==> config.mk <==
export PLATFORM = sky130hd
export DESIGN_NAME = asr_host
export DESIGN_NICKNAME = d
export VERILOG_FILES = /design/src/asr_pkg.sv /design/src/asr_cnt.sv /design/src/asr_host.sv
export SDC_FILE = /design/constraint.sdc
export NUM_CORES = 1
export LEC_CHECK = 0
export BUFFER_PORTS_ARGS = -buffer_cell sky130_fd_sc_hd__clkbuf_2
export CAP_MARGIN = 20
export CORE_UTILIZATION = 30
export CTS_BUF_LIST = sky130_fd_sc_hd__clkbuf_8
export CTS_CLUSTER_SIZE = 28
export DETAILED_ROUTE_END_ITERATION = 8
export PLACE_DENSITY_LB_ADDON = 0.3
export SETUP_SLACK_MARGIN = 0.4
export SYNTH_ARGS = -nofsm -noshare
export SYNTH_HDL_FRONTEND = slang
export SYNTH_HIERARCHICAL = 1
export SYNTH_SLANG_ARGS = --single-unit
==> constraint.sdc <==
create_clock -name mclk_i -period 3.6 [get_ports mclk_i]
set_clock_uncertainty 0.2 [all_clocks]
set_input_delay 0.72 -clock mclk_i [delete_from_list [all_inputs] [get_ports mclk_i]]
set_output_delay 0.72 -clock mclk_i [all_outputs]
set_load 0.005 [all_outputs]
==> src/asr_pkg.sv <==
// package for the static memory host controller
// holds pin widths, timing figures and derived cycle counts for a 125 MHz clock
package asr_pkg;
    localparam int          ASR_AW          = 17;     // address lines
    localparam int          ASR_DW          = 8;      // data lines
    localparam int          ASR_WORDS       = 131072; // locations
    localparam int          ASR_CLK_PS      = 8000;   // clock period in ps
    // timing figures in ps, slowest grade
    localparam int          ASR_ACCESS_PS   = 15000;  // addr_access_delay
    localparam int          ASR_HOLD_PS     = 3000;   // addr_change_hold
    localparam int          ASR_AW_PS       = 10000;  // addr_setup_to_write_end
    localparam int          ASR_SD_PS       = 8000;   // data_setup_to_write_end
    localparam int          ASR_OFF_PS      = 7000;   // strobe_low_output_off_delay
    localparam int          ASR_PWE_PS      = 10000;  // write strobe width
    // cycle counts, least times rounded up; the read count adds one cycle for pin sampling
    localparam int          ASR_RD_CYC_I    = (ASR_ACCESS_PS + ASR_CLK_PS - 1) / ASR_CLK_PS + 1;
    localparam int          ASR_OFF_CYC_I   = (ASR_OFF_PS + ASR_CLK_PS - 1) / ASR_CLK_PS;
    localparam int          ASR_WR_CYC_I    = (ASR_PWE_PS + ASR_CLK_PS - 1) / ASR_CLK_PS;
    localparam logic [3:0]  ASR_RD_CYC      = 4'(ASR_RD_CYC_I);
    localparam logic [3:0]  ASR_OFF_CYC     = 4'(ASR_OFF_CYC_I);
    localparam logic [3:0]  ASR_WR_CYC      = 4'(ASR_WR_CYC_I);
    localparam logic [3:0]  ASR_CNT_RST     = 4'h0;
    localparam logic [16:0] ASR_ADDR_RST    = 17'h00000;
    localparam logic [7:0]  ASR_DATA_RST    = 8'h00;

    typedef enum logic [2:0] {
        ASR_IDLE  = 3'b000,
        ASR_RDAC  = 3'b001,
        ASR_WRSET = 3'b010,
        ASR_WRSTB = 3'b011,
        ASR_WREND = 3'b100
    } asr_state_t;
endpackage : asr_pkg

==> src/asr_cnt.sv <==
// down counter used to time pin phases
// assumes a synchronous active-low reset copy and a clock enable
`timescale 1ns/100ps
module asr_cnt
    import asr_pkg::*;
(
    input  wire logic       clk_i,   // clock
    input  wire logic       rst_n_i, // synchronised reset
    input  wire logic       ce_i,    // clock enable
    input  wire logic       load_i,  // load the count
    input  wire logic [3:0] val_i,   // count to load
    output logic            done_o   // count has run out
);
    logic [3:0] cnt_q;

    // load or count down to zero
    always_ff @(posedge clk_i or negedge rst_n_i) begin
        if (!rst_n_i) begin
            cnt_q <= ASR_CNT_RST;
        end else if (ce_i) begin
            if (load_i) begin
                cnt_q <= val_i;
            end else if (cnt_q != ASR_CNT_RST) begin
                cnt_q <= cnt_q - 4'h1;
            end
        end
    end

    // done reads the count only, so a load that depends on done makes no loop
    assign done_o = (cnt_q == ASR_CNT_RST);
endmodule : asr_cnt

==> src/asr_host.sv <==
// host controller for an asynchronous 128k x 8 static memory
// assumes the memory pins are wired straight to this block's pins and the
// data inputs are synchronous to mclk_i
//
// Behaviour
// [RQ1] memory holds 131072 bytes, 17-bit address, one shared 8-bit data port
// [RQ2] select high: memory floats data and powers down
// [RQ3] select low, gate low, strobe high: memory drives the stored byte
// [RQ4] select low, strobe low: memory stores the data lines, gate ignored
// [RQ5] selected with gate and strobe high: data outputs stay floating
// [RQ6] internal write lasts while select and strobe are both low
// [RQ7] host times data set-up and hold to the first rising of select or strobe
// [RQ8] select and strobe rising together: memory outputs stay floating
// [RQ9] strobe write with gate low lasts at least turn-off plus data set-up
// [RQ10] with gate low host drives data only after the memory releases it
// [RQ11] read data valid at most 8 to 15 ns after address settles
// [RQ12] previous read data stays valid 3 ns after the address changes
// [RQ13] host keeps strobe high through every read
// [RQ14] address stable no later than the write begins
// [RQ15] address stable 7 to 10 ns before the write ends, zero hold
// [RQ16] write data valid 5 to 8 ns before the write-ending edge
// [RQ17] host may drop write data right at the write-ending edge
// [RQ18] memory output turn-off is faster than turn-on for each control
// [RQ19] for select-started reads the address is valid when select falls
// [RQ20] selected with gate low, memory follows each new address
`timescale 1ns/100ps
module asr_host
    import asr_pkg::*;
(
    input  wire logic              mclk_i,       // 125 MHz clock
    input  wire logic              arst_n_i,     // async reset, active low
    input  wire logic              ce_i,         // clock enable
    input  wire logic              req_i,        // access request
    input  wire logic              wr_i,         // 1 write, 0 read
    input  wire logic [ASR_AW-1:0] addr_i,       // access address
    input  wire logic [ASR_DW-1:0] wdata_i,      // write byte
    input  wire logic              gate_low_i,   // keep output gate low in writes
    output logic                   busy_o,       // access in progress
    output logic                   done_o,       // access finished pulse
    output logic [ASR_DW-1:0]      rdata_o,      // read byte
    output logic [ASR_AW-1:0]      addr_lines_o, // memory address
    output logic                   cs_n_o,       // chip_select_n
    output logic                   oe_n_o,       // output_gate_n
    output logic                   we_n_o,       // write_strobe_n
    input  wire logic [ASR_DW-1:0] data_lines_i, // data lines in
    output logic [ASR_DW-1:0]      data_lines_o, // data lines out
    output logic                   data_oe_o     // high while host drives data
);
    logic             rst_s1_q;
    logic             rst_n_q;
    asr_state_t       st_q;
    logic             wr_gate_q;
    logic             cnt_load;
    logic [3:0]       cnt_val;
    logic             cnt_done;

    // reset release through two flops
    always_ff @(posedge mclk_i or negedge arst_n_i) begin
        if (!arst_n_i) begin
            rst_s1_q <= 1'b0;
            rst_n_q  <= 1'b0;
        end else begin
            rst_s1_q <= 1'b1;
            rst_n_q  <= rst_s1_q;
        end
    end

    // phase timer
    asr_cnt u_cnt (
        .clk_i   (mclk_i),
        .rst_n_i (rst_n_q),
        .ce_i    (ce_i),
        .load_i  (cnt_load),
        .val_i   (cnt_val),
        .done_o  (cnt_done)
    );

    // timer loads on entry to RDAC, WRSET and WRSTB
    always_comb begin
        cnt_load = 1'b0;
        cnt_val  = ASR_CNT_RST;
        unique case (st_q)
            ASR_IDLE: begin
                cnt_load = req_i;
                cnt_val  = wr_i ? ASR_CNT_RST : ASR_RD_CYC;     // [RQ11]
            end
            ASR_WRSET: begin
                cnt_load = cnt_done;
                cnt_val  = ASR_WR_CYC;                          // [RQ16]
            end
            ASR_RDAC, ASR_WRSTB, ASR_WREND: begin
                cnt_load = 1'b0;
                cnt_val  = ASR_CNT_RST;
            end
            default: begin
                cnt_load = 1'b0;
                cnt_val  = ASR_CNT_RST;
            end
        endcase
    end

    // sequence of pin phases
    always_ff @(posedge mclk_i or negedge rst_n_q) begin
        if (!rst_n_q) begin
            st_q      <= ASR_IDLE;
            wr_gate_q <= 1'b0;
        end else if (ce_i) begin
            unique case (st_q)
                ASR_IDLE: begin
                    if (req_i) begin
                        st_q      <= wr_i ? ASR_WRSET : ASR_RDAC;
                        wr_gate_q <= gate_low_i;
                    end
                end
                ASR_RDAC: begin
                    if (cnt_done) st_q <= ASR_IDLE;
                end
                ASR_WRSET: begin
                    if (cnt_done) st_q <= ASR_WRSTB;
                end
                ASR_WRSTB: begin
                    if (cnt_done) st_q <= ASR_WREND;
                end
                ASR_WREND: begin
                    st_q <= ASR_IDLE;
                end
                default: begin
                    st_q <= ASR_IDLE;
                end
            endcase
        end
    end

    // memory control pins
    always_ff @(posedge mclk_i or negedge rst_n_q) begin
        if (!rst_n_q) begin
            cs_n_o       <= 1'b1;
            oe_n_o       <= 1'b1;
            we_n_o       <= 1'b1;
            addr_lines_o <= ASR_ADDR_RST;
        end else if (ce_i) begin
            unique case (st_q)
                ASR_IDLE: begin
                    if (req_i) begin
                        addr_lines_o <= addr_i;                  // [RQ14] [RQ19]
                        cs_n_o       <= 1'b0;
                        oe_n_o       <= wr_i ? !gate_low_i : 1'b0;
                        we_n_o       <= 1'b1;                    // [RQ13]
                    end else begin
                        cs_n_o <= 1'b1;
                        oe_n_o <= 1'b1;
                        we_n_o <= 1'b1;
                    end
                end
                ASR_RDAC: begin
                    if (cnt_done) begin
                        cs_n_o <= 1'b1;
                        oe_n_o <= 1'b1;
                    end
                end
                ASR_WRSET: begin
                    if (cnt_done) we_n_o <= 1'b0;                // [RQ6]
                end
                ASR_WRSTB: begin
                    if (cnt_done) begin
                        we_n_o <= 1'b1;                          // [RQ7] [RQ15]
                        cs_n_o <= 1'b1;                          // [RQ8]
                        oe_n_o <= 1'b1;
                    end
                end
                ASR_WREND: begin
                    cs_n_o <= 1'b1;
                end
                default: begin
                    cs_n_o <= 1'b1;
                end
            endcase
        end
    end

    // host data drive, delayed after strobe falls when the gate is low
    always_ff @(posedge mclk_i or negedge rst_n_q) begin
        if (!rst_n_q) begin
            data_lines_o <= ASR_DATA_RST;
            data_oe_o    <= 1'b0;
        end else if (ce_i) begin
            if (st_q == ASR_IDLE && req_i && wr_i) begin
                data_lines_o <= wdata_i;
            end
            if (st_q == ASR_WRSET && !wr_gate_q) begin
                data_oe_o <= 1'b1;
            end else if (st_q == ASR_WRSTB && !we_n_o) begin
                data_oe_o <= 1'b1;                               // [RQ10] [RQ9]
            end else if (st_q == ASR_WREND || st_q == ASR_IDLE) begin
                data_oe_o <= 1'b0;                               // [RQ17]
            end
        end
    end

    // handshake and read capture
    always_ff @(posedge mclk_i or negedge rst_n_q) begin
        if (!rst_n_q) begin
            busy_o  <= 1'b0;
            done_o  <= 1'b0;
            rdata_o <= ASR_DATA_RST;
        end else if (ce_i) begin
            done_o <= 1'b0;
            if (st_q == ASR_IDLE && req_i) begin
                busy_o <= 1'b1;
            end
            if (st_q == ASR_RDAC && cnt_done) begin
                rdata_o <= data_lines_i;                         // [RQ11] [RQ20]
                busy_o  <= 1'b0;
                done_o  <= 1'b1;
            end
            if (st_q == ASR_WREND) begin
                busy_o <= 1'b0;
                done_o <= 1'b1;
            end
        end
    end

    // write strobe never low while reading
    strobe_read_a: assert property (@(posedge mclk_i) disable iff (!rst_n_q)
        (st_q == ASR_RDAC) |-> we_n_o) else $error("strobe low in read"); // [RQ13]

    // host never drives data with the gate low before the strobe falls
    gate_drive_a: assert property (@(posedge mclk_i) disable iff (!rst_n_q)
        (data_oe_o && !oe_n_o) |-> !we_n_o || $past(!we_n_o)) else $error("drive clash"); // [RQ10]

    // data driven at least two cycles before the strobe rises
    data_setup_a: assert property (@(posedge mclk_i) disable iff (!rst_n_q)
        ($rose(we_n_o) && !cs_n_o) || ($rose(we_n_o) && $rose(cs_n_o))
        |-> $past(data_oe_o, 1) && $past(data_oe_o, 2)) else $error("data set-up short"); // [RQ16]

    // address stable while strobe is low
    addr_hold_a: assert property (@(posedge mclk_i) disable iff (!rst_n_q)
        (!we_n_o && $past(!we_n_o)) |-> $stable(addr_lines_o)) else $error("address moved"); // [RQ15]

    // a read finishes within its access count
    read_len_a: assert property (@(posedge mclk_i) disable iff (!rst_n_q || !ce_i)
        (st_q == ASR_IDLE && req_i && !wr_i) |=> ##[1:4] done_o) else $error("read too slow"); // [RQ11]

    // a write ends with select and strobe rising together
    write_end_a: assert property (@(posedge mclk_i) disable iff (!rst_n_q)
        $rose(we_n_o) |-> $rose(cs_n_o)) else $error("write end split"); // [RQ8]
endmodule : asr_host

==> results of run 1 <==
## placed cells by master (no fill, tap or decap), types with 5 or more instances in the layout
cell / synthesis / routed
inv_1: 5 / 7
clkbuf_2: 0 / 77
mux2_4: 8 / 8
o21ai_0: 6 / 6
mux2_2: 28 / 28
dfrtp_1: 46 / 45
clkbuf_8: 0 / 5
a21oi_1: 7 / 7
nand2_1: 5 / 5
## sequential cells by signal, indices dropped and copies added, names as in the netlist
name          cells
cs_n_o            1
st_q              3
rst_s1_q          1
done_o            1
rdata_o           8
wr_gate_q         1
busy_o            1
data_lines_o      8
u_cnt/cnt_q       4
oe_n_o            1
data_oe_o         1
we_n_o            1
rst_n_q           1
addr_lines_o     17
## per-stage QoR
step / utilization / worst slack [ps] / area [um2]
2_1_floorplan: - / 1480 / 2210
3_3_place_gp: 0.384 / 1070 / 2670
3_5_place_dp: 0.384 / 963 / 2670
4_1_cts: 0.398 / 960 / 2760
5_1_grt: 0.401 / 772 / 2780
6_report: 0.401 / 970 / 2780
## timing repair
action	in CTS	in global routing
hold buffers	1	0
endpoints found under the hold margin	2	0
resized for setup	0	0
## routing by layer
layer | routed length [um] | part of all wire | up-vias | global-route usage
met5 | 0 | 0 | - | 0
met4 | 49 | 0.011 | 0 | 0.0402
met3 | 350 | 0.081 | 6 | 0.0405
met2 | 2010 | 0.47 | 57 | 0.193
met1 | 1890 | 0.44 | 736 | 0.156
li1 | - | - | 743 | -
## power by group
part	leakage (nW)	switching [mW]	internal [mW]
combinational	0.744	0.332	0.486
clock	0.0467	0.181	0.132
sequential	0.593	0.177	0.813
total	1.38	0.690	1.43
## synth_stat cells, types with 2 or more instances
cell type	number	share of area
buf_2	3	0.0068
inv_1	5	0.0085
mux2i_1	3	0.014
nand2_1	5	0.0085
buf_6	3	0.015
o21ai_0	6	0.014
a21oi_1	7	0.016
o21a_1	2	0.0068
dfstp_2	3	0.036
dfrtp_1	46	0.52
nor2_1	4	0.0068
a22o_1	2	0.0079
nand2b_1	3	0.0085
nand3_1	2	0.0045
conb_1	2	0.0034
clkbuf_1	2	0.0034
mux2_4	8	0.054
a31oi_1	2	0.0057
mux2_2	28	0.14
nor3_1	2	0.0045
nor2b_1	4	0.011
nand2b_4	2	0.012
a21o_1	2	0.0068
## path summary, 6_finish.rpt
kind | startpoint | end | slack [ps] | depth (start not counted)
worst min register to register | rst_n_q | data_lines_o[5] | -20 | 0
worst min-delay path | rst_n_q | data_lines_o[5] | -20 | 0
worst max-delay path | u_cnt/cnt_q[0] | rdata_o[7] | 970 | 7
worst max register to register | u_cnt/cnt_q[0] | rdata_o[7] | 970 | 7
max in group asynchronous | arst_n_i | rst_n_q | 2560 | 2
min in group mclk_i | rst_s1_q | rst_n_q | 160 | 0
## logic make-up (layout without fill, tap and decap cells)
group	count (synthesis)	count (layout)	synth area share
compound gates	31	31	0.101
buf+inv	14	94	0.0374
flops	49	49	0.557
simple gates	29	29	0.0839
mux	39	39	0.211
fa+ha+maj	1	1	0.00567
other cells	2	3	0.00340
## final cells by class
cell class,instances,area (um2)
tap,96,120
inverter,5,18.8
clock inverter,3,15.0
multi-input combinational,103,898
clock buffer,5,68.8
sequential,49,1230
fill,707,4160
timing repair buffer,81,430
==> impl_metrics.yaml, run 1 <==
cells_and_area:
  drive_gt1_frac: 0.541
  n_antenna_cell: 0
  nNetsFinal: 285
  final_cells: 342
  area_growth_pct: 26.1
pwr:
  leakage_nw: 1.38
  ir_drop_mv: 0.312
  powerDensity_nw_per_um2: 762
  total_power_mw: 2.12
clocking:
  htreeDepth: 2
  path_clk_slew_ps: 90
  cts_tree: "done"
  numCtsBuffers: 5
  insertion_delay_ps: 300
  cts_num_sinks: 49
  postCtsSetupRepairBufs: 0
  clockBufferDepth: 2
  cts-root-buf: "clkbuf_8"
floorplan:
  rows: 30
  die_y_um: 87.8
  io-pin-count: 78
  core_area_um2: 6940
  die-area_um2: 7700
  initial_core_util: 0.318
  fp.dieW_um: 87.8
placed_design:
  gp_congestion: 0.746
  io_buffers: 77
  dp_hpwl_um: 3100
  placed_cells: 332
critical_path:
  critical_path.top_delay_family: "simple AND/OR/NAND/NOR gates"
  path_cells: "inv_1, ha_1, nand2b_4, nor2_1, nand2_1, or3_1, mux2_4"
  worstSetupEndpointType: "flop"
  arrival_ps: 2620
  cp_max_fo: 9
  slowest_stage: "or3_1"
  crit_type: "reg -> reg"
  worst-path-buf-inv: 1
  critPathMaxStageDelay_ps: 570
  required_ps: 3590
  crit_path_start_kind: "flop"
detailed_routing:
  wl_per_cell_um: 12.6
  avgViaCountPerCell: 4.51
  initialDrtViolationCount: 82
  routed_wl_um: 4300
  final_antenna_net_count: 0
  dr.pass1.iters: 4
  drcViolationCount: 0
  vias: 1542
global_routing:
  track_usage: 0.122
  antenna_found_initial: 0
  grt_pass1_wl_um: 7190
  overflow: 0
  grt_pass1_vias: 1494
  grt_start_max_net_pins: 48
yosys:
  yosysUniqueCellTypes: 42
  yosysWarnings: 6
  ys_async_sr_fraction: 1.00
  synth-main-ff-cell: "dfrtp_1"
  synth_seq_cells: 49
  seq_area_frac_synth: 0.557
  syn_inst: 165
  syn_area_per_cell_um2: 13.4
  synth_edf_count: 0
  netlist_area_um2: 2210
status:
  status: "finished with violations"
  violations: "negative hold slack"
sta:
  rsz0062_at_grt: "no"
  max_freq_mhz: 380
  whs_ps: -15.4
  fin_tns_setup_ps: 0
  maxSlewViolCount: 0
  period_share: 0.730
  setup_viol: 0
  hold_viol: 15
  period_minus_slack_ps: 2630
worst_hold_path:
  min_path_type: "reg -> async"
run:
  maxCapViolCount: 0
Power figures use the tool's default switching activity.
==> run 2: changes to the inputs <==
clock period = 2.44 ns   (was 3.6 ns; I/O delays follow)
==> impl_metrics.yaml, run 2 (synthesis results as in run 1) <==
sta:
  hold_viol: 0
  setup_viol: 0
  slew_headroom: 0.636
  max_freq_mhz: 501
  tightest_slew_ps: 547
  rsz0062_at_grt: "yes"
  maxSlewViolCount: 0
  period_share: 0.818
  fin_tns_setup_ps: 0
  period_minus_slack_ps: 2000
  whs_ps: 59.6
floorplan:
  core_area_um2: 6940
  fp.dieW_um: 87.8
  initial_core_util: 0.318
  die-area_um2: 7700
  die_y_um: 87.8
  io-pin-count: 78
  rows: 30
global_routing:
  overflow: 0
  track_usage: 0.120
  antenna_found_initial: 0
  grt_pass1_vias: 1504
  grt_start_max_net_pins: 25
  grt_pass1_wl_um: 7060
critical_path:
  crit_path_start_kind: "flop"
  reg2reg_depth: 10
  worstSetupEndpointType: "flop"
  crit_type: "reg -> reg"
  regToRegEndpoint: "u_cnt/cnt_q[0]"
  arrival_ps: 2020
  cp-startpoint: "u_cnt/cnt_q[0]"
  regToRegStartpoint: "u_cnt/cnt_q[0]"
  required_ps: 2460
  cp_max_fo: 5
  regToRegSetupSlack_ps: 440
run:
  maxCapViolCount: 0
cells_and_area:
  fill_cells: 671
  layout_top_registers: "addr_lines_o x17, data_lines_o x8, rdata_o x8"
  most-common-layout-cells: "clkbuf_2, dfrtp_1, mux2_2, buf_4, mux2_4"
  nNetsFinal: 298
  finalCoreUtilization: 0.421
  largest_reg_flops: 17
  drive_gt1_frac: 0.595
  top_register: "addr_lines_o"
  area_growth_pct: 32.4
  final_common_cell: "clkbuf_2"
  n_antenna_cell: 0
worst_hold_path:
  min_path_type: "reg -> async"
placed_design:
  gp_congestion: 0.773
  dp_hpwl_um: 3240
  io_buffers: 77
clocking:
  cts_num_sinks: 49
  htreeDepth: 2
  cts-root-buf: "clkbuf_8"
  numCtsBuffers: 5
  path_clk_slew_ps: 80
  insertion_delay_ps: 290
  clockBufferDepth: 2
  cts_tree: "done"
detailed_routing:
  routed_wl_um: 4420
  initialDrtViolationCount: 76
  vias: 1571
  final_antenna_net_count: 0
  wl_per_cell_um: 12.5
  dr.pass1.iters: 4
  avgViaCountPerCell: 4.43
  drcViolationCount: 0
pwr:
  leakage_nw: 1.45
  powerDensity_nw_per_um2: 1130
  ir_drop_mv: 0.542
status:
  status: "complete, no violations"
-- run 2: where the power goes --
group / internal, mW / switching, mW
sequential: 1.20 / 0.249
clock: 0.195 / 0.262
combinational: 0.839 / 0.557
-- run 2: cell type report --
class	count	area, um2	area share
Sequential cell	49	1230	0.421
Multi-Input combinational cell	103	936	0.320
Clock inverter	3	15.0	0.00514
Timing Repair Buffer	94	532	0.182
Inverter	5	18.8	0.00642
Clock buffer	5	68.8	0.0236
Tap cell	96	120	0.0411
-- run 2: worst max path at each step --
stage                     cells past startpoint              to  slack (ps)
after detailed placement                     11  u_cnt/cnt_q[0]         230
after CTS                                    11  u_cnt/cnt_q[0]         360
after floorplan                               9      rdata_o[0]         410
final                                        10  u_cnt/cnt_q[0]         440
after global routing                         11  u_cnt/cnt_q[0]         310
after global placement                        7      rdata_o[0]         320
-- run 2: worst max-delay path, cell delays in order, from the launching register on --
cell and delay (ps):
dfrtp_1 370, inv_2 60, ha_4 160, nand2b_4 90, nor2_4 40, buf_6 130
mux2i_2 150, nor3_2 80, buf_4 150, o311a_1 350, o22ai_2 140
-- run 2: routing by layer --
layer / wire length (um) / vias to the layer above / global-route usage
li1: - / 767 / -
met1: 2050 / 749 / 0.157
met5: 0 / - / 0
met3: 285 / 6 / 0.0415
met4: 53 / 0 / 0.0402
met2: 2040 / 49 / 0.186
-- run 2: timing repair --
item / 4_1_cts / 5_1_grt
gates resized for setup: 4 / 6
buffers inserted: 2 / 5
gates cloned: 1 / 0
hold buffers: 1 / 0
setup endpoints to repair: 10 / 12
hold endpoints to repair: 2 / 0
pin swaps: 1 / 3
-- run 2: stage by stage --
stage                     cells  cell area [um2]  setup slack, ps  power [mW]
after floorplan             166             2230              413        2.26
after global placement      338             2740              321        2.73
after detailed placement    338             2740              234        2.75
after CTS                   350             2860              365        3.26
after global routing        355             2920              306        3.57
final                       355             2920              444        3.30
